<file path="config.mk">
export PLATFORM = sky130hd
export DESIGN_NAME = epvu_exception_unit
export DESIGN_NICKNAME = d
export VERILOG_FILES = /design/src/design/epvu_pkg.sv /design/src/design/epvu_vec_if.sv /design/src/design/epvu_exception_unit.sv /design/src/design/epvu_vector_gen.sv
export SDC_FILE = /design/constraint.sdc
export NUM_CORES = 1
export LEC_CHECK = 0
export ABC_AREA = 0
export BUFFER_PORTS_ARGS = -buffer_cell sky130_fd_sc_hd__buf_2
export CORE_ASPECT_RATIO = 1.5
export CORE_MARGIN = 1.5
export CORE_UTILIZATION = 47
export DETAILED_ROUTE_END_ITERATION = 7
export PLACE_DENSITY_LB_ADDON = 0.08
export RECOVER_POWER = 25
export SETUP_SLACK_MARGIN = 0.5
export SLEW_MARGIN = 20
export SYNTH_ARGS = -nofsm -noshare
export SYNTH_HDL_FRONTEND = slang
export SYNTH_SLANG_ARGS = --single-unit
</file>
<file path="constraint.sdc">
create_clock -name clk -period 4.2 [get_ports clk]
set_input_delay 0.63 -clock clk [delete_from_list [all_inputs] [get_ports clk]]
set_output_delay 0.63 -clock clk [all_outputs]
set_load 0.02 [all_outputs]
</file>
<file path="src/design/epvu_pkg.sv">
package epvu_pkg;

  // ==========================================================================
  // Widths
  localparam int unsigned VEC_W  = 7;
  localparam int unsigned ADDR_W = 24;

  // ==========================================================================
  // Vector numbers
  localparam logic [6:0] VEC_RESET      = 7'h00;
  localparam logic [6:0] VEC_TRACE      = 7'h05;
  localparam logic [6:0] VEC_DIRECT     = 7'h06;
  localparam logic [6:0] VEC_NMI        = 7'h07;
  localparam logic [6:0] VEC_TRAP_BASE  = 7'h08;
  localparam logic [6:0] VEC_EXT_FIRST  = 7'h10;
  localparam logic [6:0] VEC_EXT_LAST   = 7'h15;
  localparam logic [6:0] VEC_INT_FIRST  = 7'h18;
  localparam logic [6:0] VEC_INT_LAST   = 7'h7f;

  // ==========================================================================
  // Vector address layout: four bytes per entry
  localparam int unsigned VEC_SHIFT   = 2;
  localparam logic [2:0]  FETCH_BYTES = 3'h4;

  // ==========================================================================
  // Interrupt control mode select encodings
  localparam logic [1:0] MODE_0     = 2'h0;
  localparam logic [1:0] MODE_2     = 2'h2;
  localparam logic [1:0] MODE_RESET = 2'h0;

  // ==========================================================================
  // Exception kind, one-hot
  localparam logic [4:0] KIND_NONE   = 5'h00;
  localparam logic [4:0] KIND_RESET  = 5'h01;
  localparam logic [4:0] KIND_TRACE  = 5'h02;
  localparam logic [4:0] KIND_DIRECT = 5'h04;
  localparam logic [4:0] KIND_IRQ    = 5'h08;
  localparam logic [4:0] KIND_TRAP   = 5'h10;

  // ==========================================================================
  // CPU state
  typedef enum logic [1:0] {
    ST_HOLD = 2'b01,
    ST_RUN  = 2'b10
  } epvu_state_t;

endpackage : epvu_pkg

</file>
<file path="src/design/epvu_vec_if.sv">
`timescale 1ns/1ns
`default_nettype none

interface epvu_vec_if;
  import epvu_pkg::*;

  logic [VEC_W-1:0]  vec_num;
  logic [ADDR_W-1:0] addr;

  modport gen  (input vec_num, output addr);
  modport user (output vec_num, input addr);
endinterface : epvu_vec_if

`default_nettype wire

</file>
<file path="src/design/epvu_exception_unit.sv">
`timescale 1ns/1ns
`default_nettype none

// Function
// - Reset exception starts on init pin rising edge or on watchdog overflow.
// - While init pin is low the CPU is held and nothing is processed.
// - Priority order: reset, trace, direct transition, interrupt, trap.
// - Trace exception at each boundary when the trace flag is one.
// - Trace only acts in interrupt control mode 2.
// - No trace after a return-from-handler instruction completes.
// - Sleep causing a direct transition starts the direct transition exception.
// - Pending interrupt request is taken at an instruction or handling boundary.
// - No interrupt sampling after ccr logic, control load, or reset handling.
// - Trap instruction is always accepted in program execution state.
// - Fixed vector numbers per source: 0, 5, 6, 7, 8-11, 16-21, 24-127.
// - Each vector is four bytes at four times its number.
// - Vector numbers 1-4, 12-15, 22-23 are never assigned.
// - Only advanced-mode vector addresses are generated.
// - Vector fetches always use the advanced 16-Mbyte layout.
// - Trap selects one of four vectors from its two-bit field.
// - Interrupt control mode is 0 after reset, so tracing is off.
// - Mode field 00 is mode 0, 10 is mode 2; others ignored.
module epvu_exception_unit
  import epvu_pkg::*;
(
  // Clock and reset
  input  wire logic              clk,
  input  wire logic              reset,
  // Chip pins and watchdog
  input  wire logic              chip_init_pin_n,
  input  wire logic              wdt_overflow,
  // Instruction sequencer
  input  wire logic              boundary,
  input  wire logic              done_return_from_handler,
  input  wire logic              done_ccr_and_instr,
  input  wire logic              done_ccr_or_instr,
  input  wire logic              done_ccr_xor_instr,
  input  wire logic              done_control_load_instr,
  input  wire logic              sleep_direct_transition,
  input  wire logic              software_vector_call,
  input  wire logic [1:0]        software_vector_sel,
  input  wire logic              extended_ctrl_reg_trace,
  // Mode select write
  input  wire logic              mode_wr,
  input  wire logic              irq_ctrl_mode_sel_hi,
  input  wire logic              irq_ctrl_mode_sel_lo,
  // Interrupt controller
  input  wire logic              irq_request,
  input  wire logic [VEC_W-1:0]  irq_vector,
  // Exception start
  output logic                   exc_start_q,
  output logic [4:0]             exc_kind_q,
  output logic [VEC_W-1:0]       exc_vec_q,
  output logic                   irq_ack_q,
  // Vector fetch
  output logic                   fetch_rd_q,
  output logic [ADDR_W-1:0]      fetch_addr_q,
  output logic [2:0]             fetch_bytes_q,
  // Status
  output logic                   cpu_hold_q,
  output logic [1:0]             irq_ctrl_mode_q
);

  // ==========================================================================
  // Vector generator
  epvu_vec_if vec ();

  epvu_vector_gen u_vec_gen (
    .vec (vec.gen)
  );

  // ==========================================================================
  // Interrupt vector legality
  function automatic logic irq_vec_ok(input logic [VEC_W-1:0] v);
    irq_vec_ok = (v == VEC_NMI) ||
                 ((v >= VEC_EXT_FIRST) && (v <= VEC_EXT_LAST)) ||
                 ((v >= VEC_INT_FIRST) && (v <= VEC_INT_LAST));
  endfunction : irq_vec_ok

  // ==========================================================================
  // State and pending flags
  epvu_state_t       state_q;
  epvu_state_t       state_d;
  logic              direct_pend_q;
  logic              direct_pend_d;
  logic              trap_pend_q;
  logic              trap_pend_d;
  logic [1:0]        trap_sel_q;
  logic [1:0]        trap_sel_d;
  logic              after_reset_q;
  logic              after_reset_d;
  logic [1:0]        mode_d;

  logic              take_reset;
  logic              take_trace;
  logic              take_direct;
  logic              take_irq;
  logic              take_trap;
  logic              direct_any;
  logic              trap_any;
  logic              irq_blocked;
  logic [1:0]        trap_sel_now;
  logic [4:0]        kind_d;
  logic [VEC_W-1:0]  vec_d;
  logic              start_d;

  // ==========================================================================
  // Arbitration
  always_comb
  begin
    state_d       = state_q;
    direct_any    = direct_pend_q | sleep_direct_transition;
    trap_any      = trap_pend_q | software_vector_call;
    // Older waiting call is served first
    trap_sel_now  = trap_pend_q ? trap_sel_q : software_vector_sel;
    irq_blocked   = done_ccr_and_instr | done_ccr_or_instr | done_ccr_xor_instr |
                    done_control_load_instr | after_reset_q;
    take_reset    = 1'b0;
    take_trace    = 1'b0;
    take_direct   = 1'b0;
    take_irq      = 1'b0;
    take_trap     = 1'b0;
    unique case (state_q)
      ST_HOLD:
      begin
        if (chip_init_pin_n)
        begin
          state_d    = ST_RUN;
          take_reset = 1'b1;
        end
      end
      ST_RUN:
      begin
        if (!chip_init_pin_n)
        begin
          state_d = ST_HOLD;
        end
        else if (wdt_overflow)
        begin
          take_reset = 1'b1;
        end
        else if (boundary)
        begin
          if (extended_ctrl_reg_trace && (irq_ctrl_mode_q == MODE_2) &&
              !done_return_from_handler)
          begin
            take_trace = 1'b1;
          end
          else if (direct_any)
          begin
            take_direct = 1'b1;
          end
          else if (irq_request && !irq_blocked && irq_vec_ok(irq_vector))
          begin
            take_irq = 1'b1;
          end
          else if (trap_any)
          begin
            take_trap = 1'b1;
          end
        end
      end
    endcase

    // Losers stay pending unless a reset is taken or the pin is low; a take consumes the older event, so a new one stays set
    direct_pend_d = take_direct ? (direct_pend_q & sleep_direct_transition)
                                : (direct_pend_q | sleep_direct_transition);
    trap_pend_d   = take_trap ? (trap_pend_q & software_vector_call)
                              : (trap_pend_q | software_vector_call);
    trap_sel_d    = software_vector_call ? software_vector_sel : trap_sel_q;
    if (take_reset || !chip_init_pin_n)
    begin
      direct_pend_d = 1'b0;
      trap_pend_d   = 1'b0;
    end

    after_reset_d = after_reset_q;
    if (take_reset)
    begin
      after_reset_d = 1'b1;
    end
    else if (boundary)
    begin
      after_reset_d = 1'b0;
    end

    mode_d = irq_ctrl_mode_q;
    if (take_reset || !chip_init_pin_n)
    begin
      mode_d = MODE_RESET;
    end
    else if (mode_wr)
    begin
      if ({irq_ctrl_mode_sel_hi, irq_ctrl_mode_sel_lo} == MODE_0)
      begin
        mode_d = MODE_0;
      end
      else if ({irq_ctrl_mode_sel_hi, irq_ctrl_mode_sel_lo} == MODE_2)
      begin
        mode_d = MODE_2;
      end
    end

    start_d = take_reset | take_trace | take_direct | take_irq | take_trap;
    kind_d  = KIND_NONE;
    vec_d   = VEC_RESET;
    if (take_reset)
    begin
      kind_d = KIND_RESET;
      vec_d  = VEC_RESET;
    end
    else if (take_trace)
    begin
      kind_d = KIND_TRACE;
      vec_d  = VEC_TRACE;
    end
    else if (take_direct)
    begin
      kind_d = KIND_DIRECT;
      vec_d  = VEC_DIRECT;
    end
    else if (take_irq)
    begin
      kind_d = KIND_IRQ;
      vec_d  = irq_vector;
    end
    else if (take_trap)
    begin
      kind_d = KIND_TRAP;
      vec_d  = VEC_TRAP_BASE | {5'h00, trap_sel_now};
    end
  end

  assign vec.vec_num = vec_d;

  // ==========================================================================
  // Registers
  always_ff @(posedge clk)
  begin
    if (reset)
    begin
      state_q         <= ST_HOLD;
      direct_pend_q   <= 1'b0;
      trap_pend_q     <= 1'b0;
      trap_sel_q      <= 2'h0;
      after_reset_q   <= 1'b0;
      irq_ctrl_mode_q <= MODE_RESET;
      exc_start_q     <= 1'b0;
      exc_kind_q      <= KIND_NONE;
      exc_vec_q       <= VEC_RESET;
      irq_ack_q       <= 1'b0;
      fetch_rd_q      <= 1'b0;
      fetch_addr_q    <= {ADDR_W{1'b0}};
      fetch_bytes_q   <= 3'h0;
      cpu_hold_q      <= 1'b1;
    end
    else
    begin
      state_q         <= state_d;
      direct_pend_q   <= direct_pend_d;
      trap_pend_q     <= trap_pend_d;
      trap_sel_q      <= trap_sel_d;
      after_reset_q   <= after_reset_d;
      irq_ctrl_mode_q <= mode_d;
      exc_start_q     <= start_d;
      exc_kind_q      <= kind_d;
      exc_vec_q       <= vec_d;
      irq_ack_q       <= take_irq;
      fetch_rd_q      <= start_d;
      fetch_addr_q    <= start_d ? vec.addr : fetch_addr_q;
      fetch_bytes_q   <= start_d ? FETCH_BYTES : 3'h0;
      cpu_hold_q      <= (state_d == ST_HOLD);
    end
  end

endmodule : epvu_exception_unit

`default_nettype wire

</file>
<file path="src/design/epvu_vector_gen.sv">
`timescale 1ns/1ns
`default_nettype none

module epvu_vector_gen
  import epvu_pkg::*;
(
  // Vector number in, start address out
  epvu_vec_if.gen vec
);

  // ==========================================================================
  // Address generation
  // Advanced layout only; the upper address bits stay zero
  assign vec.addr = {{(ADDR_W-VEC_W-VEC_SHIFT){1'b0}}, vec.vec_num,
                     {VEC_SHIFT{1'b0}}};

endmodule : epvu_vector_gen

`default_nettype wire

</file>
# == After elaboration in Yosys (flattened, before gate mapping) ==
# Index checks and enable logic that the tools add are counted.
# word_totals
reg_bits,34
latchBits,0
ramBits,0
rom_bits,0
in_bits,26
output_inout_bits,45
elab_cells,111
memories,0
# op_classes
n_addsub,0
n_mul,0
div,0
magnitude_cmp,4
eq_ne,6
n_shift,0
mux,51
bitwise_logic,12
n_reduce_logical,21
# ops
op,count
1-bit 2-to-1 mux,34
7-bit 2-to-1 mux,4
"7-bit by 5-bit >= comparator with 1-bit output, second input constant",2
2-bit 2-to-1 mux,6
1-bit bitwise OR,10
4-bit 2-to-1 mux,2
"7-bit by 3-bit == test with 1-bit output, second input constant",1
"7-bit by 5-bit less-or-equal comparator with 1-bit output, second input constant",1
"7-bit less-or-equal comparator, second input constant",1
"2-bit == test, second input constant",3
1-bit logical AND,6
3-bit 2-to-1 mux,2
5-bit 2-to-1 mux,1
5-bit OR reduction,1
"2-bit by 1-bit == test with 1-bit output, second input constant",2
2-bit one-hot mux with 2 select lines,1
2-bit nonzero test,2
2-bit OR reduction,2
4-bit OR reduction,1
1-bit zero test,3
1-bit logical OR,3
3-bit OR reduction,1
1-bit bitwise AND,2
2-bit zero test,1
other kinds (2),2

# == Longest topological paths before layout ==
# Gate-level depths: netlist of the first run.
# depth
word_depth,19
mapped_depth,5
ltp_nobuf,5

# == Cells and area by module ==
# Synthesis of the first run repeated with hierarchy kept, for this count alone.
# hier_totals
hier_cells,238
area_unflattened_um2,2333.5
# by_module_without_submodules
module,n_inst,cells_per_inst,area_per_inst_um2,seq_area_each_um2
epvu_exception_unit,1,213,2149.6,940.9
epvu_vector_gen,1,25,183.9,0.0

# == Worst setup path after synthesis of the first run ==
# OpenSTA, ideal clock, no wires.
# synth_timing
path_type,input port to flip-flop
from,input wdt_overflow
to,register fetch_addr_q[2]
setup_ns,0.059
t_arrival_ns,1.977
required_time_ns,4.141
setup_slack_ns,2.164
cell_stages,5
n_path_buf,0
path_cell_list,nand4bb_2 > or3_1 > or3_4 > o32ai_2 > a31o_1
# synth_via
elab_chain_cells,8
word_cells_on_any_way,24
classes_between,20 x mux; 4 x bitwise
# synth_rtl
item,line_no,text
from (decl),epvu_exception_unit.sv:31,"input wire logic wdt_overflow,"
1-bit 2-to-1 mux,epvu_exception_unit.sv:138,else if (wdt_overflow)
1-bit 2-to-1 mux,epvu_exception_unit.sv:134,if (!chip_init_pin_n)
1-bit 2-to-1 mux,epvu_exception_unit.sv:123,unique case (state_q)
4-bit 2-to-1 mux,epvu_exception_unit.sv:227,else if (take_trap)
7-bit 2-to-1 mux,epvu_exception_unit.sv:222,else if (take_irq)
7-bit 2-to-1 mux,epvu_exception_unit.sv:217,else if (take_direct)
7-bit 2-to-1 mux,epvu_exception_unit.sv:212,else if (take_trace)
7-bit 2-to-1 mux,epvu_exception_unit.sv:207,if (take_reset)
to (signal assigned),epvu_exception_unit.sv:253,fetch_addr_q <= {ADDR_W{1'b0}};
to (signal assigned),epvu_exception_unit.sv:270,fetch_addr_q <= start_d ? vec.addr : fetch_addr_q;
to (decl),epvu_exception_unit.sv:57,"output logic [ADDR_W-1:0] fetch_addr_q,"
# Several ways; a longest one is shown, not always the timed one.
# A chain may end at the register's enable or synchronous reset.

# == Worst setup path after layout of the first run ==
# layout_timing
from,input done_ccr_or_instr
to,register fetch_addr_q[8]
# layout_via
elab_chain_cells,18
word_cells_on_any_way,27
classes_between,18 x mux; 6 x bitwise; 3 x reduce/logical
# layout_rtl
item,line_no,text
from (decl),epvu_exception_unit.sv:36,"input wire logic done_ccr_or_instr,"
1-bit bitwise OR * (3 in a row),epvu_exception_unit.sv:116,irq_blocked = done_ccr_and_instr | done_ccr_or_instr | done_ccr_xor_instr |
1-bit bitwise OR *,epvu_exception_unit.sv:117,done_control_load_instr | after_reset_q;
1-bit zero test *,epvu_exception_unit.sv:153,else if (irq_request && !irq_blocked && irq_vec_ok(irq_vector))
1-bit logical AND * (2 in a row),epvu_exception_unit.sv:153,
1-bit 2-to-1 mux,epvu_exception_unit.sv:153,
1-bit 2-to-1 mux,epvu_exception_unit.sv:149,else if (direct_any)
1-bit 2-to-1 mux,epvu_exception_unit.sv:144,if (extended_ctrl_reg_trace && (irq_ctrl_mode_q == MODE_2) &&
1-bit 2-to-1 mux,epvu_exception_unit.sv:142,else if (boundary)
1-bit 2-to-1 mux,epvu_exception_unit.sv:138,
1-bit 2-to-1 mux,epvu_exception_unit.sv:134,
1-bit 2-to-1 mux,epvu_exception_unit.sv:123,
7-bit 2-to-1 mux,epvu_exception_unit.sv:222,
7-bit 2-to-1 mux,epvu_exception_unit.sv:217,
7-bit 2-to-1 mux,epvu_exception_unit.sv:212,
7-bit 2-to-1 mux,epvu_exception_unit.sv:207,
# Mark *: on every way between the ends. The rest lies on a longest branch, timed or not.

==> results.json, run 1 <==
{
  "register_area_um2": 601,
  "die_y_um": 68.1,
  "synthMuxAreaShare": 0.00755,
  "dieArea_um2": 3160,
  "cts_sinks": 30,
  "p_clk_frac": 0.442,
  "syn_to_final_growth_pct": 22.5,
  "yosys.area_share.simple": 0.211,
  "placed_cells": 224,
  "post_cts_resized": 0,
  "tns_ns": 0,
  "path_buf_inv": 1,
  "power.internal_uw": 484,
  "synth_warnings": 0,
  "track_usage": 0.184,
  "mostFrequentLayoutCells": "buf_2 (46), dfxtp_1 (30), conb_1 (20)",
  "clk_pin_slew_ns": 0.06,
  "synthAdderAreaFrac": 0.00755,
  "outcome": "finished, final reports clean",
  "power_density_nw_per_um2": 390,
  "port_buffers": 50,
  "postCtsHoldBufs": 0,
  "critical_path_required_ns": 4.37,
  "nets": 220,
  "cp_cell_sequence": "buf_2 > nor4_1 > o311a_1 > nand2_1 > a41o_1 > a32o_1",
  "hold_violations": 0,
  "cp_slowest_stage_delay_ns": 0.41,
  "syn_inst": 141,
  "irDropWorstVdd_mv": 0.298,
  "stdcell_area_um2": 1620,
  "ys_top_cells_by_area": "dfxtp_1 (45%), buf_4 (12%), a21oi_1 (3.4%)",
  "synth_cell_types": 44,
  "setup_viol": 0,
  "antenna_found_initial": 0,
  "fin_crit_sh": 0.511,
  "pre_cts_ws_ns": 1.76,
  "worstMarginPinSlew_ns": 0.523,
  "clk_latency_ns": 0.28,
  "drc_errors": 0,
  "drt-wirelength-per-cell_um": 11.6,
  "vias_per_cell": 4.75,
  "multiInputGateArea_um2": 608,
  "grt_max_degree": 13,
  "synth_area_um2": 1330,
  "critPathArrivalTime_ns": 2.31,
  "die_w_um": 46.4,
  "power_switching_uw": 149,
  "crit_path_start_kind": "primary input",
  "maxCapViolations": 0,
  "period_minus_slack_ns": 2.15,
  "routed_wl_um": 2690,
  "cts_root_buffer": "clkbuf_8",
  "vias": 1103,
  "ant_nets": 0,
  "drive_above_1_share": 0.328,
  "start_util": 0.496,
  "post_cts_buffers": 0,
  "mostFrequentLayoutCell": "buf_2",
  "rows": 23,
  "yosys.area_share.xor_xnor": 0,
  "slowest_stage": "nor4_1",
  "ys_ff_latch": 30,
  "fin_ws_ns": 2.05,
  "synth_compound_area_frac": 0.179,
  "critical_path_class": "in -> reg",
  "synth-edff-count": 0,
  "first_iter_violations": 24,
  "finish.utilization": 0.607,
  "p_sw_frac": 0.236,
  "critPathTopFamily": "compound AO/OA/AOI/OAI gates",
  "synth_top_area_cell": "dfxtp_1",
  "syn_avg_cell_area_um2": 9.41,
  "cts_made_buffers": 5,
  "cts_max_level": 2,
  "fin_cells": 232,
  "cp-end-kind": "register",
  "synth_top_area_share": 0.453,
  "gp_congestion": 0.887,
  "rsz0062_at_grt": "no",
  "hp-class": "reg -> reg",
  "report.final.slew_viol_count": 0,
  "finClkSkew_ns": 0.00668,
  "combPwrFrac": 0.095,
  "seqPwrFrac": 0.463,
  "grt_pass1_vias": 1001,
  "cts_tree": "yes",
  "grt_pass1_wl_um": 4080,
  "diodes": 0,
  "ys.flop_type": "dfxtp_1",
  "crit_path_max_fanout": 9,
  "clk_path_buf_depth": 2,
  "first_pass_iters": 4,
  "synth_top_family_by_area": "simple AND/OR/NAND/NOR gates",
  "gr-total-overflow": 0,
  "leakagePower_nw": 0.752,
  "synthArstFlopShare": 0,
  "place_area_um2": 1530,
  "ys_seq_area_frac": 0.453,
  "io_pins": 71,
  "post-dp-hpwl_um": 2170,
  "nFillCells": 264,
  "core_area_um2": 2680,
  "fmax_ghz": 0.466,
  "relSlewSlack": 0.651
}
## logic make-up after synthesis
| kind of cell | after synthesis |
|---|---|
| buffers and inverters | 27 |
| AOI/OAI and AO/OA | 31 |
| adders and majority gates | 1 |
| other | 1 |
| DFF | 30 |
| muxes | 1 |
| and+or+nand+nor | 50 |
## final timing paths
kind                                         from               to  slack, ns  depth (start not counted)
worst max register to register      after_reset_q  fetch_addr_q[8]       2.15                          5
worst min register to register    fetch_addr_q[3]  fetch_addr_q[3]       0.47                          1
worst min-delay path              fetch_addr_q[3]  fetch_addr_q[3]       0.47                          1
worst max-delay path            done_ccr_or_instr  fetch_addr_q[8]       2.05                          6
## stage by stage
stage          hold WS [ns]  power (mW)
2_1_floorplan         0.437       0.353
3_3_place_gp          0.458       0.359
3_5_place_dp          0.458       0.360
4_1_cts               0.472       0.640
5_1_grt               0.486       0.659
6_report              0.466       0.633
## power by group through the flow
stage               Clock, mW  Sequential, mW  Combinational [mW]
floorplan                   0           0.302              0.0511
global placement            0           0.299              0.0595
finish                  0.280           0.293              0.0602
detailed placement          0           0.299              0.0603
CTS                     0.286           0.293              0.0605
global route            0.299           0.293              0.0665
## worst reg2reg max path: stages, from the launching register on
cell and delay (ns):
dfxtp_1 0.33, nor4_1 0.44, o311a_1 0.33, nand2_1 0.21
a41o_1 0.34, a32o_1 0.30
## Yosys cell counts (all sizes together) (2+ instances only)
master	number
dfxtp	30
buf	22
nand2	11
a21oi	10
nor2	10
nor3	6
inv	4
a31o	3
a32o	3
and2	3
o21ai	3
or2	3
and3b	2
nand2b	2
nand3b	2
nor2b	2
nor4	2
or3	2
## cell type report
class                      count  share of cell area
clock buffer                   5              0.0424
clock inverter                 3              0.0247
inverter                       4             0.00924
multi-input combinational    103               0.374
sequential                    30               0.370
tap                           37              0.0285
timing repair buffer          50               0.151
## metal layers
layer | vias up | part of all wire | GRT usage
li1 | 561 | - | -
met1 | 497 | 0.41 | 0.199
met2 | 40 | 0.52 | 0.314
met3 | 5 | 0.052 | 0.0475
met4 | 0 | 0.016 | 0.100
met5 | - | 0 | 0
## flip-flops by register name, summed over array words and instances (netlist names)
signal and cells:
cpu_hold_q 1, exc_kind_q 5, trap_sel_q 2, trap_pend_q 1
fetch_rd_q 1, irq_ctrl_mode_q 1, exc_vec_q 7, direct_pend_q 1
state_q 2, irq_ack_q 1, after_reset_q 1, fetch_addr_q 7
Power figures use the tool's default switching activity.
==> run 2: changes to the inputs <==
- ABC_AREA: 0 -> 1
- CORE_UTILIZATION: 47 -> 45
- clock period: 4.2 -> 2 ns (I/O delays scaled with it)
==> results.json, run 2 <==
{
  "outcome": "finished, final reports clean",
  "finClkSkew_ns": 0.00520,
  "drt-wirelength-per-cell_um": 9.88,
  "worstMarginPinSlew_ns": 0.579,
  "fin_crit_sh": 0.796,
  "yosys-top-cells-count": "nand2_1 (37), dfxtp_1 (30), buf_4 (22)",
  "clk_pin_slew_ns": 0.06,
  "nFillCells": 302,
  "antenna_found_initial": 0,
  "mostFrequentLayoutCells": "buf_2 (45), nand2_1 (37), dfxtp_1 (30)",
  "ys.flop_type": "dfxtp_1",
  "report.final.slew_viol_count": 0,
  "mostFrequentLayoutCell": "buf_2",
  "irDropWorstVdd_mv": 0.444,
  "start_util": 0.479,
  "fmax_ghz": 0.628,
  "postCtsHoldBufs": 0,
  "fin_cells": 273,
  "drive_above_1_share": 0.291,
  "leakagePower_nw": 0.908,
  "gr-total-overflow": 0,
  "hp-class": "in -> reg",
  "hold_violations": 0,
  "tns_ns": 0,
  "critical_path_class": "reg -> reg",
  "drc_errors": 0,
  "die_w_um": 48.9,
  "setup_viol": 0,
  "placed_cells": 265,
  "dieArea_um2": 3520,
  "crit_path_max_fanout": 6,
  "rsz0062_at_grt": "no",
  "synth-edff-count": 0,
  "grt_pass1_vias": 1117,
  "critPathArrivalTime_ns": 1.75,
  "die_y_um": 71.9,
  "synth_warnings": 0,
  "synth_top_area_share": 0.422,
  "track_usage": 0.166,
  "cts_max_level": 2,
  "largestRegisters": "exc_vec_q: 7 flops, fetch_addr_q: 7 flops, exc_kind_q: 5 flops",
  "post_cts_buffers": 0,
  "ys_seq_area_frac": 0.422,
  "ant_nets": 0,
  "first_pass_iters": 4,
  "synth_area_um2": 1420,
  "cts_made_buffers": 5,
  "cts_sinks": 30,
  "critical_path_required_ns": 2.16,
  "stdcell_area_um2": 1690,
  "syn_avg_cell_area_um2": 7.87,
  "period_minus_slack_ns": 1.59,
  "core_area_um2": 2970,
  "rows": 24,
  "port_buffers": 50,
  "first_iter_violations": 27,
  "cp-end-kind": "register",
  "synth_cell_types": 25,
  "diodes": 0,
  "nets": 259,
  "ys_ff_latch": 30,
  "power_density_nw_per_um2": 737,
  "cts_root_buffer": "clkbuf_8",
  "io_pins": 71,
  "clk_path_buf_depth": 2,
  "power_mw": 1.25,
  "maxCapViolations": 0,
  "syn_to_final_growth_pct": 18.8,
  "grt_pass1_wl_um": 4440,
  "gp_congestion": 0.769,
  "vias_per_cell": 4.44,
  "grt_max_degree": 18,
  "cts_tree": "yes",
  "crit_path_start_kind": "register",
  "clk_latency_ns": 0.28,
  "routed_wl_um": 2700,
  "vias": 1212,
  "synthArstFlopShare": 0,
  "syn_inst": 181,
  "relSlewSlack": 0.614,
  "synth_top_area_cell": "dfxtp_1",
  "post-dp-hpwl_um": 2260,
  "place_area_um2": 1620,
  "ys_top_cells_by_area": "dfxtp_1 (42%), buf_4 (12%), nand2_1 (9.8%)",
  "synth_most_common_cell": "nand2_1"
}
==> run 2: metrics by stage <==
stage | utilization | hold slack (ns) | worst slack [ns]
floorplan | - | 0.390 | 0.689
global route | 0.569 | 0.258 | 0.283
detailed placement | 0.545 | 0.459 | 0.581
global placement | 0.545 | 0.466 | 0.590
CTS | 0.577 | 0.250 | 0.605
finish | 0.569 | 0.256 | 0.407
==> run 2: where the power goes <==
part           total (mW)  internal (mW)  switching (mW)
sequential          0.616          0.610         0.00601
clock               0.493          0.276           0.217
combinational       0.138         0.0390          0.0995
total                1.25          0.924           0.323
==> run 2: worst max-delay path: stages (launching register included) <==
cell,delay (ns)
dfxtp_1,0.37
nand4_1,0.29
nor2_1,0.31
nand2_2,0.14
nand2_1,0.13
nor2_4,0.06
nand2_2,0.09
o22ai_1,0.08
==> run 2: timing repair <==
item | CTS | global route
setup endpoints to repair | 0 | 1
endpoints found under the hold margin | 0 | 0
resized for setup | 0 | 1
==> run 2: layout make-up <==
class | count | area [um2] | share of cell area
Multi-Input combinational cell | 125 | 624 | 0.369
Sequential cell | 30 | 601 | 0.355
Tap cell | 39 | 48.8 | 0.0288
Clock buffer | 6 | 82.6 | 0.0488
Inverter | 21 | 78.8 | 0.0466
Clock inverter | 2 | 12.5 | 0.00740
Timing Repair Buffer | 50 | 244 | 0.144
==> run 2: cell families (layout without fill, tap and decap cells) <==
logic type	after synthesis	in the layout	synth area share
simple gates	88	88	0.330
buf+inv	45	79	0.178
flops	30	30	0.422
compound gates	17	17	0.0685
other cells	1	20	0.00263
==> run 2: worst paths after layout <==
kind	start	to	slack, ns	depth (start not counted)
worst max-delay path	state_q[1]	fetch_addr_q[8]	0.41	7
worst min-delay path	irq_vector[3]	exc_vec_q[3]	0.26	3
worst max register to register	state_q[1]	fetch_addr_q[8]	0.41	7
worst min register to register	after_reset_q	after_reset_q	0.46	2
==> run 2: per-layer routing <==
layer	vias up	global-route usage	wire, um
li1	640	-	-
met1	518	0.164	1040
met2	45	0.303	1400
met3	9	0.0576	182
met4	0	0.0857	74
met5	-	0	0
==> run 3: changes to the inputs <==
- clock period: 2 -> 1.55 ns (I/O delays scaled with it)
==> results.json, run 3 (synthesis results as in run 2) <==
{
  "outcome": "finished, final reports clean",
  "cts_root_buffer": "clkbuf_8",
  "fin_ws_ns": 0.227,
  "cts_tree": "yes",
  "gp_congestion": 0.838,
  "pre_cts_ws_ns": 0.222,
  "nets": 269,
  "critPathTopFamily": "simple AND/OR/NAND/NOR gates",
  "die_w_um": 48.9,
  "power.internal_mw": 1.21,
  "grtUsageMet1": 0.175,
  "die_y_um": 71.9,
  "finClkSkew_ns": 0.00216,
  "placed_cells": 267,
  "largestRegisters": "exc_vec_q: 7 flops, fetch_addr_q: 7 flops, exc_kind_q: 5 flops",
  "cts_sinks": 30,
  "start_util": 0.479,
  "grt_max_degree": 13,
  "drt-wirelength-per-cell_um": 10.9,
  "critical_path_class": "reg -> reg",
  "drc_errors": 0,
  "critPathArrivalTime_ns": 1.55,
  "worstMarginPinSlew_ns": 0.518,
  "tns_ns": 0,
  "fmax_ghz": 0.756,
  "diodes": 0,
  "cp-end-kind": "register",
  "fin_cells": 283,
  "cp_slowest_stage_delay_ns": 0.42,
  "combPwrFrac": 0.128,
  "mostFrequentLayoutCells": "buf_2 (42), nand2_1 (28), dfxtp_1 (26)",
  "irDropWorstVdd_mv": 0.603,
  "nFillCells": 276,
  "vias": 1296,
  "ant_nets": 0,
  "crit_path_max_fanout": 5,
  "report.final.slew_viol_count": 0,
  "power_density_nw_per_um2": 862,
  "clk_pin_slew_ns": 0.06,
  "crit_path_start_kind": "register",
  "port_buffers": 50,
  "relSlewSlack": 0.655,
  "critical_path_required_ns": 1.77,
  "post-dp-hpwl_um": 2280,
  "track_usage": 0.192,
  "grt.met3_usage": 0.0576,
  "dieArea_um2": 3520,
  "holdWs_ns": 0.199,
  "power_switching_uw": 420,
  "first_pass_iters": 4,
  "leakagePower_nw": 0.975,
  "cts_made_buffers": 5,
  "seqPwrFrac": 0.490,
  "routed_wl_um": 3080,
  "path_buf_inv": 0,
  "vias_per_cell": 4.58,
  "syn_to_final_growth_pct": 32.5,
  "gr-total-overflow": 0,
  "grt_pass1_wl_um": 5110,
  "drive_above_1_share": 0.414,
  "place_area_um2": 1660,
  "busiest_layer": "met2",
  "first_iter_violations": 22,
  "grt_pass1_vias": 1236,
  "stdcell_area_um2": 1890,
  "clk_latency_ns": 0.28,
  "fin_crit_sh": 0.854,
  "rsz0062_at_grt": "yes",
  "setup_viol": 0,
  "io_pins": 71,
  "hold_violations": 0,
  "p_clk_frac": 0.382,
  "p_sw_frac": 0.258,
  "slowest_stage": "dfxtp_1",
  "cp_cell_sequence": "nand3_1 > nor2_1 > nand2_1 > nor2_4 > nand3_1 > nand3_1 > nand2_1 > nand2_1",
  "use_met2": 0.377,
  "hp-class": "in -> reg",
  "maxCapViolations": 0,
  "antenna_found_initial": 0,
  "core_area_um2": 2970,
  "clk_path_buf_depth": 2,
  "period_minus_slack_ns": 1.32,
  "rows": 24,
  "cts_max_level": 2,
  "mostFrequentLayoutCell": "buf_2"
}
-- run 3: cell count changes in the layout (fill, tap and decap cells not counted), sizes merged --
cell | previous run | this run
clkinvlp | 1 | 0
buf | 45 | 52
clkbuf | 11 | 14
nand3 | 15 | 16
-- run 3: worst register-to-register path: stages, from the launching register on --
cell	delay (ns)
dfxtp_1	0.42
nand3_1	0.14
nor2_1	0.11
nand2_1	0.09
nor2_4	0.17
nand3_1	0.10
nand3_1	0.08
nand2_1	0.08
nand2_1	0.08
-- run 3: area by class of cell --
cell class              count  area [um2]  area share
multi-input cells         126         737       0.391
inverters                  21        78.8      0.0418
clock inverters             1        5.00     0.00265
flip-flops and latches     30         608       0.322
clock buffers               7        86.3      0.0458
well taps                  39        48.8      0.0259
repair buffers             59         323       0.171
-- run 3: path summary, 6_finish.rpt --
path | start | to | slack, ns | cells past startpoint
setup reg to reg | state_q[1] | fetch_addr_q[2] | 0.23 | 8
hold reg to reg | fetch_addr_q[5] | fetch_addr_q[5] | 0.47 | 2
setup / recovery | state_q[1] | fetch_addr_q[2] | 0.23 | 8
hold / removal | irq_vector[3] | exc_vec_q[3] | 0.20 | 3
-- run 3: metal layers --
metal,share of wire,wire length [um]
met1,0.36,1090
met5,0,0
met2,0.56,1730
met4,0.019,58
met3,0.062,192
-- run 3: power groups by stage --
| stage | Sequential, mW | Clock, mW | Combinational, mW |
|---|---|---|---|
| after floorplan | 0.819 | 0 | 0.159 |
| after global placement | 0.811 | 0 | 0.188 |
| after detailed placement | 0.812 | 0 | 0.191 |
| after CTS | 0.795 | 0.648 | 0.202 |
| after global routing | 0.798 | 0.679 | 0.232 |
| final | 0.797 | 0.622 | 0.209 |
-- run 3: per-stage QoR --
step / utilization / power, mW
2_1_floorplan: - / 0.977
3_3_place_gp: 0.559 / 0.999
3_5_place_dp: 0.559 / 1.00
4_1_cts: 0.619 / 1.64
5_1_grt: 0.635 / 1.71
6_report: 0.635 / 1.63
-- run 3: repair_timing --
action,in CTS,in global routing
endpoints found under the setup margin,20,23
gates cloned,1,0
resized for setup,11,17
setup buffers,6,1
pin swaps,11,9
hold buffers,0,0
